$ cat config.mk
export PLATFORM = sky130hd
export DESIGN_NAME = mwic_motion_wake_irq
export DESIGN_NICKNAME = d
export VERILOG_FILES = /design/src/mwic_motion_wake_irq.v /design/src/mwic_pin_driver.v /design/src/mwic_motion_detect.v
export VERILOG_INCLUDE_DIRS = /design/src
export SDC_FILE = /design/constraint.sdc
export NUM_CORES = 1
export LEC_CHECK = 0
export BUFFER_PORTS_ARGS = -buffer_cell sky130_fd_sc_hd__buf_2
export CAP_MARGIN = 40
export CORE_MARGIN = 4
export CORE_UTILIZATION = 60
export CTS_CLUSTER_DIAMETER = 100
export DETAILED_ROUTE_END_ITERATION = 6
export GPL_TIMING_DRIVEN = 0
export PLACE_DENSITY = 0.8
export SLEW_MARGIN = 20
export SYNTH_ARGS = -nofsm -noshare
export SYNTH_HDL_FRONTEND = slang
export SYNTH_HIERARCHICAL = 1
export SYNTH_SLANG_ARGS = --single-unit
$ cat constraint.sdc
create_clock -name clk_sys -period 2.5 [get_ports clk_sys]
set_input_delay 0.75 -clock clk_sys [delete_from_list [all_inputs] [get_ports clk_sys]]
set_output_delay 0.75 -clock clk_sys [all_outputs]
set_load 0.01 [all_outputs]
$ cat src/mwic_regs.vh
`ifndef MWIC_REGS_VH
`define MWIC_REGS_VH
`define MWIC_ADDR_MOTION_AXIS 8'h38
`define MWIC_ADDR_PIN1_SRC 8'h37
`define MWIC_ADDR_PIN1_REL 8'h39
`define MWIC_ADDR_PIN2_SRC 8'h3B
`define MWIC_ADDR_PIN2_AXIS 8'h3C
`define MWIC_ADDR_PIN2_REL 8'h3D
`define MWIC_ADDR_STANDBY 8'h43
`define MWIC_ADDR_PIN_CTL 8'h45
`define MWIC_ADDR_PIN1_ROUTE 8'h46
`define MWIC_ADDR_PIN2_ROUTE 8'h47
`define MWIC_ADDR_MASK1 8'h48
`define MWIC_ADDR_WAKE_CTL1 8'h4B
`define MWIC_ADDR_THRESHOLD 8'h4D
`define MWIC_ADDR_DURATION 8'h4E
`define MWIC_RST_STANDBY 8'hEF
`define MWIC_RST_PIN1_ROUTE 8'hFF
`define MWIC_RST_PIN2_ROUTE 8'h00
`define MWIC_RST_ZERO 8'h00
`define MWIC_BIT_ACCEL_SLEEP 0
`define MWIC_BIT_PIN1_EN 3
`define MWIC_BIT_PIN1_POL 2
`define MWIC_BIT_PIN2_EN 7
`define MWIC_BIT_PIN2_POL 6
`define MWIC_BIT_AUTO_SLEEP 7
`define MWIC_BIT_MOTION_EN 6
`define MWIC_BIT_MAN_SLEEP 5
`define MWIC_SRC_MOTION 5
`define MWIC_SRC_SLEEP 4
`define MWIC_SRC_ACC_RDY 1
`define MWIC_SRC_GYRO_RDY 0
`define MWIC_MODE_LATCH 2'h0
`define MWIC_MODE_SHORT 2'h1
`define MWIC_MODE_LONG 2'h2
`define MWIC_MODE_LIVE 2'h3
`define MWIC_CLK_MHZ 25
`define MWIC_SHORT_PULSE_US 50
`define MWIC_LONG_PULSE_US 200
`define MWIC_SHORT_CYCLES (`MWIC_SHORT_PULSE_US * `MWIC_CLK_MHZ)
`define MWIC_LONG_CYCLES (`MWIC_LONG_PULSE_US * `MWIC_CLK_MHZ)
`define MWIC_PULSE_CNT_W 13
`endif

$ cat src/mwic_motion_wake_irq.v
`timescale 1ns/1ns
`include "mwic_regs.vh"
module mwic_motion_wake_irq (
	input wire clk_sys,
	input wire reset_n,
	input wire reg_write,
	input wire reg_read,
	input wire [7:0] reg_addr,
	input wire [7:0] reg_wdata,
	output reg [7:0] reg_rdata,
	input wire buffer_full_event,
	input wire watermark_event,
	input wire aux_two_ready_event,
	input wire aux_one_ready_event,
	input wire accel_ready_event,
	input wire gyro_ready_event,
	input wire accel_data_read,
	input wire gyro_data_read,
	input wire motion_sample_valid,
	input wire [5:0] motion_axis_over,
	input wire auto_sleep_event,
	output wire accel_run,
	output wire [7:0] motion_threshold_out,
	output wire [2:0] motion_sample_rate_out,
	output wire sleeping,
	output wire irq_pin_one,
	output wire irq_pin_two
);
	reg [7:0] sensor_standby;
	reg [7:0] irq_pin_control;
	reg [7:0] pin_one_routing;
	reg [7:0] pin_two_routing;
	reg [7:0] irq_enable_mask_one;
	reg [7:0] wake_sleep_control_one;
	reg [7:0] motion_threshold;
	reg [7:0] motion_duration_count;
	reg [7:0] pin_one_source_primary;
	reg [7:0] pin_two_source_primary;
	reg [7:0] motion_axis_source;
	reg [7:0] pin_two_axis_source;
	reg asleep;
	reg [7:0] next_src_one;
	reg [7:0] next_src_two;
	wire wake_event;
	wire [5:0] wake_axes;
	wire [7:0] raw_events;
	wire [7:0] events;
	wire [7:0] trig_one;
	wire [7:0] trig_two;
	wire rd_rel_one = reg_read && reg_addr == `MWIC_ADDR_PIN1_REL;
	wire rd_rel_two = reg_read && reg_addr == `MWIC_ADDR_PIN2_REL;
	wire [7:0] ready_clear;
	wire motion_en = wake_sleep_control_one[`MWIC_BIT_MOTION_EN];

	// Host write ordering is the host's duty; the block accepts any order
	assign accel_run = ~sensor_standby[`MWIC_BIT_ACCEL_SLEEP];
	assign motion_threshold_out = motion_threshold;
	assign motion_sample_rate_out = wake_sleep_control_one[2:0];
	assign sleeping = asleep;

	mwic_motion_detect u_detect (
		.clk_sys(clk_sys),
		.reset_n(reset_n),
		.active(accel_run && motion_en && asleep),
		.sample_valid(motion_sample_valid),
		.axis_over(motion_axis_over),
		.duration_value(motion_duration_count),
		.wake_event(wake_event),
		.wake_axes(wake_axes)
	);

	// Bit order: full, watermark, wake, sleep, aux2, aux1, accel, gyro
	assign raw_events = {buffer_full_event, watermark_event, wake_event,
		auto_sleep_event && wake_sleep_control_one[`MWIC_BIT_AUTO_SLEEP] && !asleep,
		aux_two_ready_event, aux_one_ready_event, accel_ready_event, gyro_ready_event};
	assign events = raw_events & irq_enable_mask_one;
	assign trig_one = events & pin_one_routing;
	assign trig_two = events & pin_two_routing;
	// Data read clears data-ready flags besides the release read
	assign ready_clear = {6'h00, accel_data_read, gyro_data_read};

	always @* begin
		next_src_one = pin_one_source_primary & ~ready_clear;
		next_src_two = pin_two_source_primary & ~ready_clear;
		if (rd_rel_one)
			next_src_one = `MWIC_RST_ZERO;
		if (rd_rel_two)
			next_src_two = `MWIC_RST_ZERO;
		// New events win over a clear in the same cycle
		next_src_one = next_src_one | trig_one;
		next_src_two = next_src_two | trig_two;
	end

	always @(posedge clk_sys) begin
		if (!reset_n) begin
			sensor_standby <= `MWIC_RST_STANDBY;
			irq_pin_control <= `MWIC_RST_ZERO;
			pin_one_routing <= `MWIC_RST_PIN1_ROUTE;
			pin_two_routing <= `MWIC_RST_PIN2_ROUTE;
			irq_enable_mask_one <= `MWIC_RST_ZERO;
			wake_sleep_control_one <= `MWIC_RST_ZERO;
			motion_threshold <= `MWIC_RST_ZERO;
			motion_duration_count <= `MWIC_RST_ZERO;
			pin_one_source_primary <= `MWIC_RST_ZERO;
			pin_two_source_primary <= `MWIC_RST_ZERO;
			motion_axis_source <= `MWIC_RST_ZERO;
			pin_two_axis_source <= `MWIC_RST_ZERO;
			asleep <= 1'b0;
		end else begin
			pin_one_source_primary <= next_src_one;
			pin_two_source_primary <= next_src_two;
			if (rd_rel_one)
				motion_axis_source <= `MWIC_RST_ZERO;
			if (rd_rel_two)
				pin_two_axis_source <= `MWIC_RST_ZERO;
			if (trig_one[`MWIC_SRC_MOTION])
				motion_axis_source <= {2'b00, wake_axes};
			if (trig_two[`MWIC_SRC_MOTION])
				pin_two_axis_source <= {2'b00, wake_axes};
			// Wake leaves sleep; only manual sleep or auto sleep re-arms
			if (wake_event)
				asleep <= 1'b0;
			else if (raw_events[`MWIC_SRC_SLEEP])
				asleep <= 1'b1;
			if (reg_write) begin
				case (reg_addr)
					`MWIC_ADDR_STANDBY: sensor_standby <= reg_wdata;
					`MWIC_ADDR_PIN_CTL: irq_pin_control <= reg_wdata;
					`MWIC_ADDR_PIN1_ROUTE: pin_one_routing <= reg_wdata;
					`MWIC_ADDR_PIN2_ROUTE: pin_two_routing <= reg_wdata;
					`MWIC_ADDR_MASK1: irq_enable_mask_one <= reg_wdata;
					`MWIC_ADDR_WAKE_CTL1: begin
						wake_sleep_control_one <= reg_wdata;
						if (reg_wdata[`MWIC_BIT_MAN_SLEEP] && !wake_event)
							asleep <= 1'b1;
					end
					`MWIC_ADDR_THRESHOLD: motion_threshold <= reg_wdata;
					`MWIC_ADDR_DURATION: motion_duration_count <= reg_wdata;
					default: ;
				endcase
			end
		end
	end

	always @(posedge clk_sys) begin
		if (!reset_n) begin
			reg_rdata <= `MWIC_RST_ZERO;
		end else if (reg_read) begin
			case (reg_addr)
				`MWIC_ADDR_PIN1_SRC: reg_rdata <= pin_one_source_primary;
				`MWIC_ADDR_MOTION_AXIS: reg_rdata <= motion_axis_source;
				`MWIC_ADDR_PIN2_SRC: reg_rdata <= pin_two_source_primary;
				`MWIC_ADDR_PIN2_AXIS: reg_rdata <= pin_two_axis_source;
				`MWIC_ADDR_STANDBY: reg_rdata <= sensor_standby;
				`MWIC_ADDR_PIN_CTL: reg_rdata <= irq_pin_control;
				`MWIC_ADDR_PIN1_ROUTE: reg_rdata <= pin_one_routing;
				`MWIC_ADDR_PIN2_ROUTE: reg_rdata <= pin_two_routing;
				`MWIC_ADDR_MASK1: reg_rdata <= irq_enable_mask_one;
				`MWIC_ADDR_WAKE_CTL1: reg_rdata <= {wake_sleep_control_one[7:6], asleep,
					wake_sleep_control_one[4:0]};
				`MWIC_ADDR_THRESHOLD: reg_rdata <= motion_threshold;
				`MWIC_ADDR_DURATION: reg_rdata <= motion_duration_count;
				default: reg_rdata <= `MWIC_RST_ZERO; // Release regs read as zero
			endcase
		end
	end

	mwic_pin_driver u_pin_one (
		.clk_sys(clk_sys),
		.reset_n(reset_n),
		.enable(irq_pin_control[`MWIC_BIT_PIN1_EN]),
		.polarity(irq_pin_control[`MWIC_BIT_PIN1_POL]),
		.mode(irq_pin_control[1:0]),
		.trigger(|trig_one),
		.condition(|trig_one),
		.latched(|pin_one_source_primary),
		.pin_level(irq_pin_one)
	);

	mwic_pin_driver u_pin_two (
		.clk_sys(clk_sys),
		.reset_n(reset_n),
		.enable(irq_pin_control[`MWIC_BIT_PIN2_EN]),
		.polarity(irq_pin_control[`MWIC_BIT_PIN2_POL]),
		.mode(irq_pin_control[5:4]),
		.trigger(|trig_two),
		.condition(|trig_two),
		.latched(|pin_two_source_primary),
		.pin_level(irq_pin_two)
	);
	// Serial clock limits lie with the host's bus front end
endmodule // mwic_motion_wake_irq

$ cat src/mwic_pin_driver.v
`timescale 1ns/1ns
`include "mwic_regs.vh"
module mwic_pin_driver (
	input wire clk_sys,
	input wire reset_n,
	input wire enable,
	input wire polarity,
	input wire [1:0] mode,
	input wire trigger,
	input wire condition,
	input wire latched,
	output reg pin_level
);
	reg [`MWIC_PULSE_CNT_W-1:0] pulse_cnt;
	reg [`MWIC_PULSE_CNT_W-1:0] next_pulse_cnt;
	reg asserted;
	localparam integer SHORT_FULL = `MWIC_SHORT_CYCLES;
	localparam integer LONG_FULL = `MWIC_LONG_CYCLES;
	// Counter sized for the long pulse, so the cut drops only zero bits
	localparam [`MWIC_PULSE_CNT_W-1:0] SHORT_LEN = SHORT_FULL[`MWIC_PULSE_CNT_W-1:0];
	localparam [`MWIC_PULSE_CNT_W-1:0] LONG_LEN = LONG_FULL[`MWIC_PULSE_CNT_W-1:0];
	always @* begin
		next_pulse_cnt = pulse_cnt;
		if (pulse_cnt != {`MWIC_PULSE_CNT_W{1'b0}})
			next_pulse_cnt = pulse_cnt - 1'b1; // Retrigger ignored mid-pulse
		else if (trigger && mode == `MWIC_MODE_SHORT)
			next_pulse_cnt = SHORT_LEN;
		else if (trigger && mode == `MWIC_MODE_LONG)
			next_pulse_cnt = LONG_LEN;
		case (mode)
			`MWIC_MODE_LATCH: asserted = latched;
			`MWIC_MODE_LIVE: asserted = condition;
			default: asserted = pulse_cnt != {`MWIC_PULSE_CNT_W{1'b0}};
		endcase
	end
	always @(posedge clk_sys) begin
		if (!reset_n) begin
			pulse_cnt <= {`MWIC_PULSE_CNT_W{1'b0}};
			pin_level <= 1'b1;
		end else begin
			pulse_cnt <= next_pulse_cnt;
			// Idle level is the inverse of polarity, also when disabled
			pin_level <= (enable & asserted) ~^ polarity;
		end
	end
endmodule // mwic_pin_driver

$ cat src/mwic_motion_detect.v
`timescale 1ns/1ns
`include "mwic_regs.vh"
module mwic_motion_detect (
	input wire clk_sys,
	input wire reset_n,
	input wire active,
	input wire sample_valid,
	input wire [5:0] axis_over,
	input wire [7:0] duration_value,
	output reg wake_event,
	output reg [5:0] wake_axes
);
	reg [7:0] run_cnt;
	wire over = |axis_over;
	always @(posedge clk_sys) begin
		if (!reset_n) begin
			run_cnt <= `MWIC_RST_ZERO;
			wake_event <= 1'b0;
			wake_axes <= 6'h00;
		end else begin
			wake_event <= 1'b0;
			if (!active || (sample_valid && !over)) begin
				run_cnt <= `MWIC_RST_ZERO; // Any sample below threshold restarts
			end else if (sample_valid) begin
				if (run_cnt >= duration_value) begin
					wake_event <= 1'b1;
					wake_axes <= axis_over;
					run_cnt <= `MWIC_RST_ZERO;
				end else begin
					run_cnt <= run_cnt + 8'h01;
				end
			end
		end
	end
endmodule // mwic_motion_detect

==> summary.txt, run 1 <==
GRT
  • Antenna violations before repair: 0
  • Largest net degree at the start of global routing: 17
  • First-pass GRT wire length: 39.32 mm
  • Total grt overflow: 0
  • Global Route Usage Sum: 35.31%
  • Vias in the first global route: 7205

Timing
  • Setup TNS: 0 ns
  • Final hold vios: 0
  • Slew headroom: 50.98%
  • Minimum clock period after layout: 2.467 ns
  • Final setup vio count: 0
  • RSZ-0062 raised after global routing: no
  • Pins over their slew limit: 0
  • Fmax: 0.4053 GHz
  • Tcrit/Tclk final: 98.69%
  • Setup ws final: 0.03270 ns
  • Worst Skew: 0.007467 ns
  • Slew @ Worst Pin: 0.7353 ns
  • Hold WS: 0.4575 ns

Critical path
  • Cells on worst reg2reg path: 8
  • Worst EP arrival: 2.81 ns
  • R2R setup slack: 0.19 ns
  • Critical Path RT: 2.85 ns
  • Worst-path maximum fanout: 10
  • Worst Setup SP: reg_addr[5]
  • Critical Path End Type: flop
  • CP endpoint: reg_rdata[5]$_SDFFE_PN0P_
  • Setup CP Type: in -> reg
  • Launching element type of the critical path: input pin
  • R2r endpoint: u_pin_two/pin_level$_SDFF_PN1_
  • Launch point of the worst reg-to-reg path: sleeping$_SDFF_PN0_

Synth
  • Synth area leaders: dfxtp_1, nand2_1, a21oi_1
  • Post-synthesis sequential area ratio: 37.93%
  • Share of the synthesized area in the top cell type: 37.93%
  • Syn. warnings: 6
  • Yosys cell types: 71
  • Post-synth EDFFs: 0
  • Asr flop ratio synth: 0%
  • Synthesized cell area: 0.007547 mm²
  • Cells after Synth: 932
  • Synth area leader: dfxtp_1
  • Post-Syn Nets: 989
  • Main synth FF type: dfxtp_1
  • #FFs+latches synth: 143
  • Syn_area_per_cell: 8.098 µm²

Die
  • Die ar.: 0.01444 mm²
  • Rows: 40
  • Number of I/O pins: 59
  • Initial Util: 62.06%
  • Die Span Y: 120.2 µm
  • Die Span X: 120.2 µm
  • Core area: 0.01216 mm²

Drt
  • First drt pass iteration count: 6
  • Vias: 7673
  • Initial drt markers: 973
  • Met1 wire length: 9.830 mm
  • Routed wire length per instance: 21.46 µm
  • Total Wirelength: 25.36 mm
  • Vias/cell: 6.492
  • WL met3: 2.649 mm
  • Antenna-violating nets left: 0
  • Max layer used: met4
  • Remaining DRCs: 0
  • WL met2: 11.36 mm

Placement
  • HPWL Detailed: 18.61 mm
  • Port Buffers: 50
  • Dpl ws: -0.5709 ns
  • Final Wtd Congestion: 0.9940

Clock tree
  • Clk_lat worst skew: 0.43 ns
  • CTS Buffer Depth: 2
  • Clk root buf: clkbuf_16
  • Clock Sinks: 143
  • H-tree Lvls: 4
  • Setup bufs post-CTS: 0
  • Hold_buf cts: 0
  • TritonCTS clock tree: done
  • CTS clk-pin slew, worst paths: 0.06 ns
  • Post-CTS resize count: 2
  • Cts bufs inserted: 17

Outcome
  • Status: finished clean

Cells and area
  • Most common cell after layout, fill and taps aside: nand2_1
  • Fill count: 992
  • Layout Utilization: 71.46%
  • Register area: 0.002863 mm²
  • Area delta synth->final: 15.15%
  • N_diodes: 0
  • Layout cells sized above 1: 13.61%
  • Leading cell types in the layout, fill and taps excluded: nand2_1, dfxtp_1, a21oi_1
  • Area of the multi-input gates: 0.004327 mm²
  • Nets: 1058

Power
  • Worst VDD drop: 380.2 µV
  • Tot Pwr: 6929 µW
  • Static Leak: 0.003444 µW
  • Total power per unit cell area: 797.3 mW/mm²

Run
  • Max-cap violations: 0

Min path
  • Hold Path Class: reg -> reg
## Yosys cell counts (4+ instances only)
master	count
a211oi_1	4
a21oi_1	90
a22oi_1	10
a31oi_1	5
a32oi_1	6
and2_1	6
and3_1	7
and3b_1	6
and4b_1	4
buf_2	9
buf_4	5
clkbuf_1	51
dfxtp_1	143
ha_1	21
inv_1	24
mux2_2	6
mux2i_1	33
nand2_1	153
nand2b_1	13
nand3_1	86
nand3b_1	12
nand4_1	19
nand4b_1	9
nor2_1	57
nor2b_1	6
nor3_1	15
nor3b_1	5
nor4_1	12
o211ai_1	7
o21ai_0	20
or3_1	6
or4_4	5
xor2_1	11
## routing by layer
layer	GRT usage (%)	vias to the layer above
li1	-	3486
met1	44.51	3583
met2	55.39	479
met3	8.671	125
met4	19.40	0
met5	0	-
## worst max-delay path, stage by stage
cell and delay [ns]:
buf_2 0.15, nor4bb_1 0.29, clkbuf_1 0.39, clkbuf_1 0.48, nand4_1 0.29, o211ai_2 0.19, a211oi_2 0.06, a211oi_2 0.22
## metrics by stage
step,instances,area (µm²)
after global placement,1150,8008
after global routing,1182,8691
final,1182,8691
after detailed placement,1150,8008
after CTS,1182,8680
after floorplan,932,7547
## cells by family (layout without fill, tap and decap cells)
group | count (synthesis) | count (layout) | share of synthesized area [%]
muxes | 41 | 41 | 5.570
DFF | 143 | 143 | 37.93
adders and majority gates | 21 | 21 | 3.481
and+or+nand+nor | 442 | 442 | 31.12
AOI/OAI and AO/OA | 181 | 181 | 15.47
buffers and inverters | 91 | 173 | 4.924
xor gates and xnor gates | 13 | 13 | 1.509
## flip-flops by register name, indices dropped and copies added, names as in the netlist, 6 cells and up
signal                  count
u_pin_one/pulse_cnt        13
u_pin_two/pulse_cnt        13
irq_enable_mask_one         8
irq_pin_control             8
motion_duration_count       8
motion_threshold_out        8
pin_one_routing             8
pin_one_source_primary      8
pin_two_routing             8
pin_two_source_primary      8
reg_rdata                   8
sensor_standby              8
u_detect/run_cnt            8
wake_sleep_control_one      7
motion_axis_source          6
pin_two_axis_source         6
u_detect/wake_axes          6
## worst min path at each step
stage / start / end / depth (start not counted)
2_1_floorplan: sensor_standby[4]$_SDFFE_PN0P_ / sensor_standby[4]$_SDFFE_PN0P_ / 2
3_3_place_gp: wake_sleep_control_one[3]$_SDFFE_PN0P_ / wake_sleep_control_one[3]$_SDFFE_PN0P_ / 2
3_5_place_dp: wake_sleep_control_one[3]$_SDFFE_PN0P_ / wake_sleep_control_one[3]$_SDFFE_PN0P_ / 2
4_1_cts: wake_sleep_control_one[3]$_SDFFE_PN0P_ / wake_sleep_control_one[3]$_SDFFE_PN0P_ / 2
5_1_grt: wake_sleep_control_one[3]$_SDFFE_PN0P_ / wake_sleep_control_one[3]$_SDFFE_PN0P_ / 2
6_report: wake_sleep_control_one[3]$_SDFFE_PN0P_ / wake_sleep_control_one[3]$_SDFFE_PN0P_ / 2
## cell type report
type                            count  area share [%]
Multi-Input combinational cell    698           49.78
Sequential cell                   143           32.94
Clock buffer                       19           5.212
Buffer                             65           3.239
Timing Repair Buffer               50           2.879
Tap cell                          168           2.419
Clock inverter                     13           2.404
Inverter                           26           1.123
## where the power goes
| group | switching, µW | internal (µW) | total (µW) |
|---|---|---|---|
| logic | 884 | 603 | 1490 |
| registers | 179 | 2420 | 2600 |
| clock network | 1020 | 1830 | 2840 |
| total | 2080 | 4850 | 6930 |
No activity file was read; power rests on OpenSTA's default activity.
==> run 2: changes to the inputs <==
- SYNTH_HIERARCHICAL: 1 -> not set
==> run 2 against run 1 <==
  * Sequential power is 2% higher
  * Combinational power is 4% lower
  * Register-to-register slack worse by 0.02 ns
==> summary.txt, run 2 <==
Synth
  • Post-synth EDFFs: 0 (unchanged)
  • Post-synthesis sequential area ratio: 39.61% (+1.7 points)
  • Asr flop ratio synth: 0% (unchanged)
  • Syn_area_per_cell: 8.522 µm² (+5.2%)
  • Post-Syn Nets: 903 (-8.7%)
  • Main synth FF type: dfxtp_1
  • Yosys cell types: 81 (+14%)
  • Synth area leader: dfxtp_1
  • Synthesized cell area: 0.007227 mm² (-4.2%)
  • Count leader, synth: dfxtp_1
  • Share of the synthesized area in the top cell type: 39.61% (+1.7 points)
  • Cells after Synth: 848 (-9.0%)
  • Synth area leaders: dfxtp_1, mux2i_1, nand2_1
  • Syn. warnings: 0 (-6)
  • Post-synth top cells: dfxtp_1, nand2_1, nor2_1, nand3_1, mux2i_1
  • #FFs+latches synth: 143 (unchanged)

Cells and area
  • Nets: 968 (-8.5%)
  • Leading cell types in the layout, fill and taps excluded: dfxtp_1, nand2_1, nor2_1
  • Largest registers: u_pin_one.pulse_cnt x13, u_pin_two.pulse_cnt x13
  • Fin cells: 1066 (-9.8%)
  • Area delta synth->final: 13.35%
  • Fin area: 0.008192 mm² (-5.7%)
  • N_diodes: 0 (unchanged)
  • Most common cell after layout, fill and taps aside: dfxtp_1
  • Layout cells sized above 1: 12.68% (-0.93 points)

Drt
  • Total Wirelength: 24.42 mm (-3.7%)
  • Vias: 7073 (-7.8%)
  • First drt pass iteration count: 6 (unchanged)
  • Antenna-violating nets left: 0 (unchanged)
  • Routed wire length per instance: 22.91 µm (+6.8%)
  • Vias/cell: 6.635 (+2.2%)
  • Initial drt markers: 913 (-6.2%)
  • Remaining DRCs: 0 (unchanged)

GRT
  • Global Route Usage Sum: 34.58% (-0.72 points)
  • Vias in the first global route: 6792 (-5.7%)
  • Antenna violations before repair: 0 (unchanged)
  • Largest net degree at the start of global routing: 17 (unchanged)
  • First-pass GRT wire length: 37.66 mm (-4.2%)
  • Total grt overflow: 0 (unchanged)

Placement
  • Post-DP Area: 0.007636 mm² (-4.6%)
  • HPWL Detailed: 17.84 mm (-4.1%)
  • Inst Count DP: 1037 (-9.8%)
  • Port Buffers: 46 (-8.0%)
  • Final Wtd Congestion: 1.050 (+5.6%)

Timing
  • Tcrit/Tclk final: 99.88% (+1.2 points)
  • Fmax: 0.4005 GHz (-1.2%)
  • Minimum clock period after layout: 2.497 ns (+0.02971 ns)
  • RSZ-0062 raised after global routing: no
  • Setup TNS: 0 ns (unchanged)
  • Slew @ Worst Pin: 0.8076 ns (+0.07236 ns)
  • Worst Skew: 0.006337 ns (-0.001130 ns)
  • Pins over their slew limit: 0 (unchanged)
  • Final setup vio count: 0 (unchanged)
  • Final hold vios: 0 (unchanged)
  • Slew headroom: 46.16% (-4.8 points)

Die
  • Number of I/O pins: 59 (unchanged)
  • Die Span Y: 117.8 µm (-2.0%)
  • Rows: 39 (-2.5%)
  • Core area: 0.01161 mm² (-4.5%)
  • Die ar.: 0.01387 mm² (-4.0%)
  • Die Span X: 117.8 µm (-2.0%)
  • Initial Util: 62.23% (+0.17 points)

Clock tree
  • Clock Sinks: 143 (unchanged)
  • Cts bufs inserted: 17 (unchanged)
  • Post-CTS resize count: 0 (-2)
  • H-tree Lvls: 4 (unchanged)
  • CTS clk-pin slew, worst paths: 0.06 ns (about the same)
  • Clk_lat worst skew: 0.42 ns (about the same)
  • Hold_buf cts: 0 (unchanged)
  • Clk root buf: clkbuf_16
  • TritonCTS clock tree: done
  • Setup bufs post-CTS: 0 (unchanged)
  • CTS Buffer Depth: 2 (unchanged)

Critical path
  • Launching element type of the critical path: input pin
  • Critical Path End Type: flop
  • Worst-path maximum fanout: 10 (unchanged)
  • Critical Path RT: 2.78 ns (-0.07 ns)
  • R2R setup slack: 0.17 ns (-0.02 ns)
  • Worst EP arrival: 2.78 ns (-0.03 ns)
  • Setup CP Type: in -> reg

Power
  • Worst VDD drop: 808.4 µV (+110%)
  • Static Leak: 0.003560 µW (+3.4%)
  • Total power per unit cell area: 791.2 mW/mm² (-0.76%)

Outcome
  • Status: finished clean

Run
  • Max-cap violations: 0 (unchanged)

Min path
  • Hold Path Class: reg -> reg
run 2: cell count changes after synthesis, moves of 10 or more:
cell	before	now
a21oi_1	90	47
clkbuf_1	51	41
mux2i_1	33	62
nand2_1	153	96
nand3_1	86	64
nor2_1	57	81
run 2: final timing paths:
path                                         end                                start  cells after the start
max                    reg_rdata[5]$_SDFFE_PN0P_                          reg_addr[1]                      7
min reg2reg  pin_two_axis_source[3]$_SDFFE_PN0P_  pin_two_axis_source[3]$_SDFFE_PN0P_                      2
max reg2reg   u_detect.wake_axes[0]$_SDFFE_PN0P_     u_detect.run_cnt[0]$_SDFFE_PP0P_                      8
min          pin_two_axis_source[3]$_SDFFE_PN0P_  pin_two_axis_source[3]$_SDFFE_PN0P_                      2
run 2: per-layer routing:
metal	part of all wire, %	vias to the layer above	global-route usage (%)
met2	45	417	53.68
met4	2.8	0	11.50
met3	10	57	9.995
met1	42	3404	46.29
li1	-	3195	-
met5	0	-	0
run 2: cell families after synthesis:
kind of cell | Yosys count | synth area share, %
AO/OA/AOI/OAI | 172 | 16.69
XOR/XNOR | 11 | 1.333
adder cells (fa/ha/maj) | 19 | 3.290
buffers and inverters | 89 | 5.125
flip-flops | 143 | 39.61
multiplexers | 67 | 9.366
AND/OR/NAND/NOR | 347 | 24.58
run 2: worst max-delay path, cell delays in order:
cell and delay, ns:
buf_2 0.17, clkbuf_1 0.47, buf_1 0.52, nand4_1 0.15, a21oi_1 0.16, a21oi_1 0.09, a311oi_1 0.46
run 2: cell type report:
type | count | area, µm²
plain buffers | 60 | 264.0
clock buffers | 22 | 454.2
clock inverters | 7 | 90.09
fillers | 955 | 3422
inverters | 29 | 108.9
multi-input cells | 616 | 4003
flip-flops and latches | 143 | 2863
well taps | 143 | 178.9
repair buffers | 46 | 230.2
run 2: per-stage QoR:
step	hold WS, ns	power, µW	util, %	setup WS, ns
final	0.4804	6482	70.53	0.002988
after detailed placement	0.4715	4036	65.75	-0.3642
after global placement	0.4608	3948	65.75	-0.3706
after floorplan	0.4451	3669	-	0.2961
after CTS	0.4811	6431	70.44	0.09079
after global routing	0.4933	6753	70.53	0.007439
run 2: power by group:
part | internal, µW | switching [µW]
registers | 2450 | 194
clock network | 1470 | 934
logic | 551 | 878
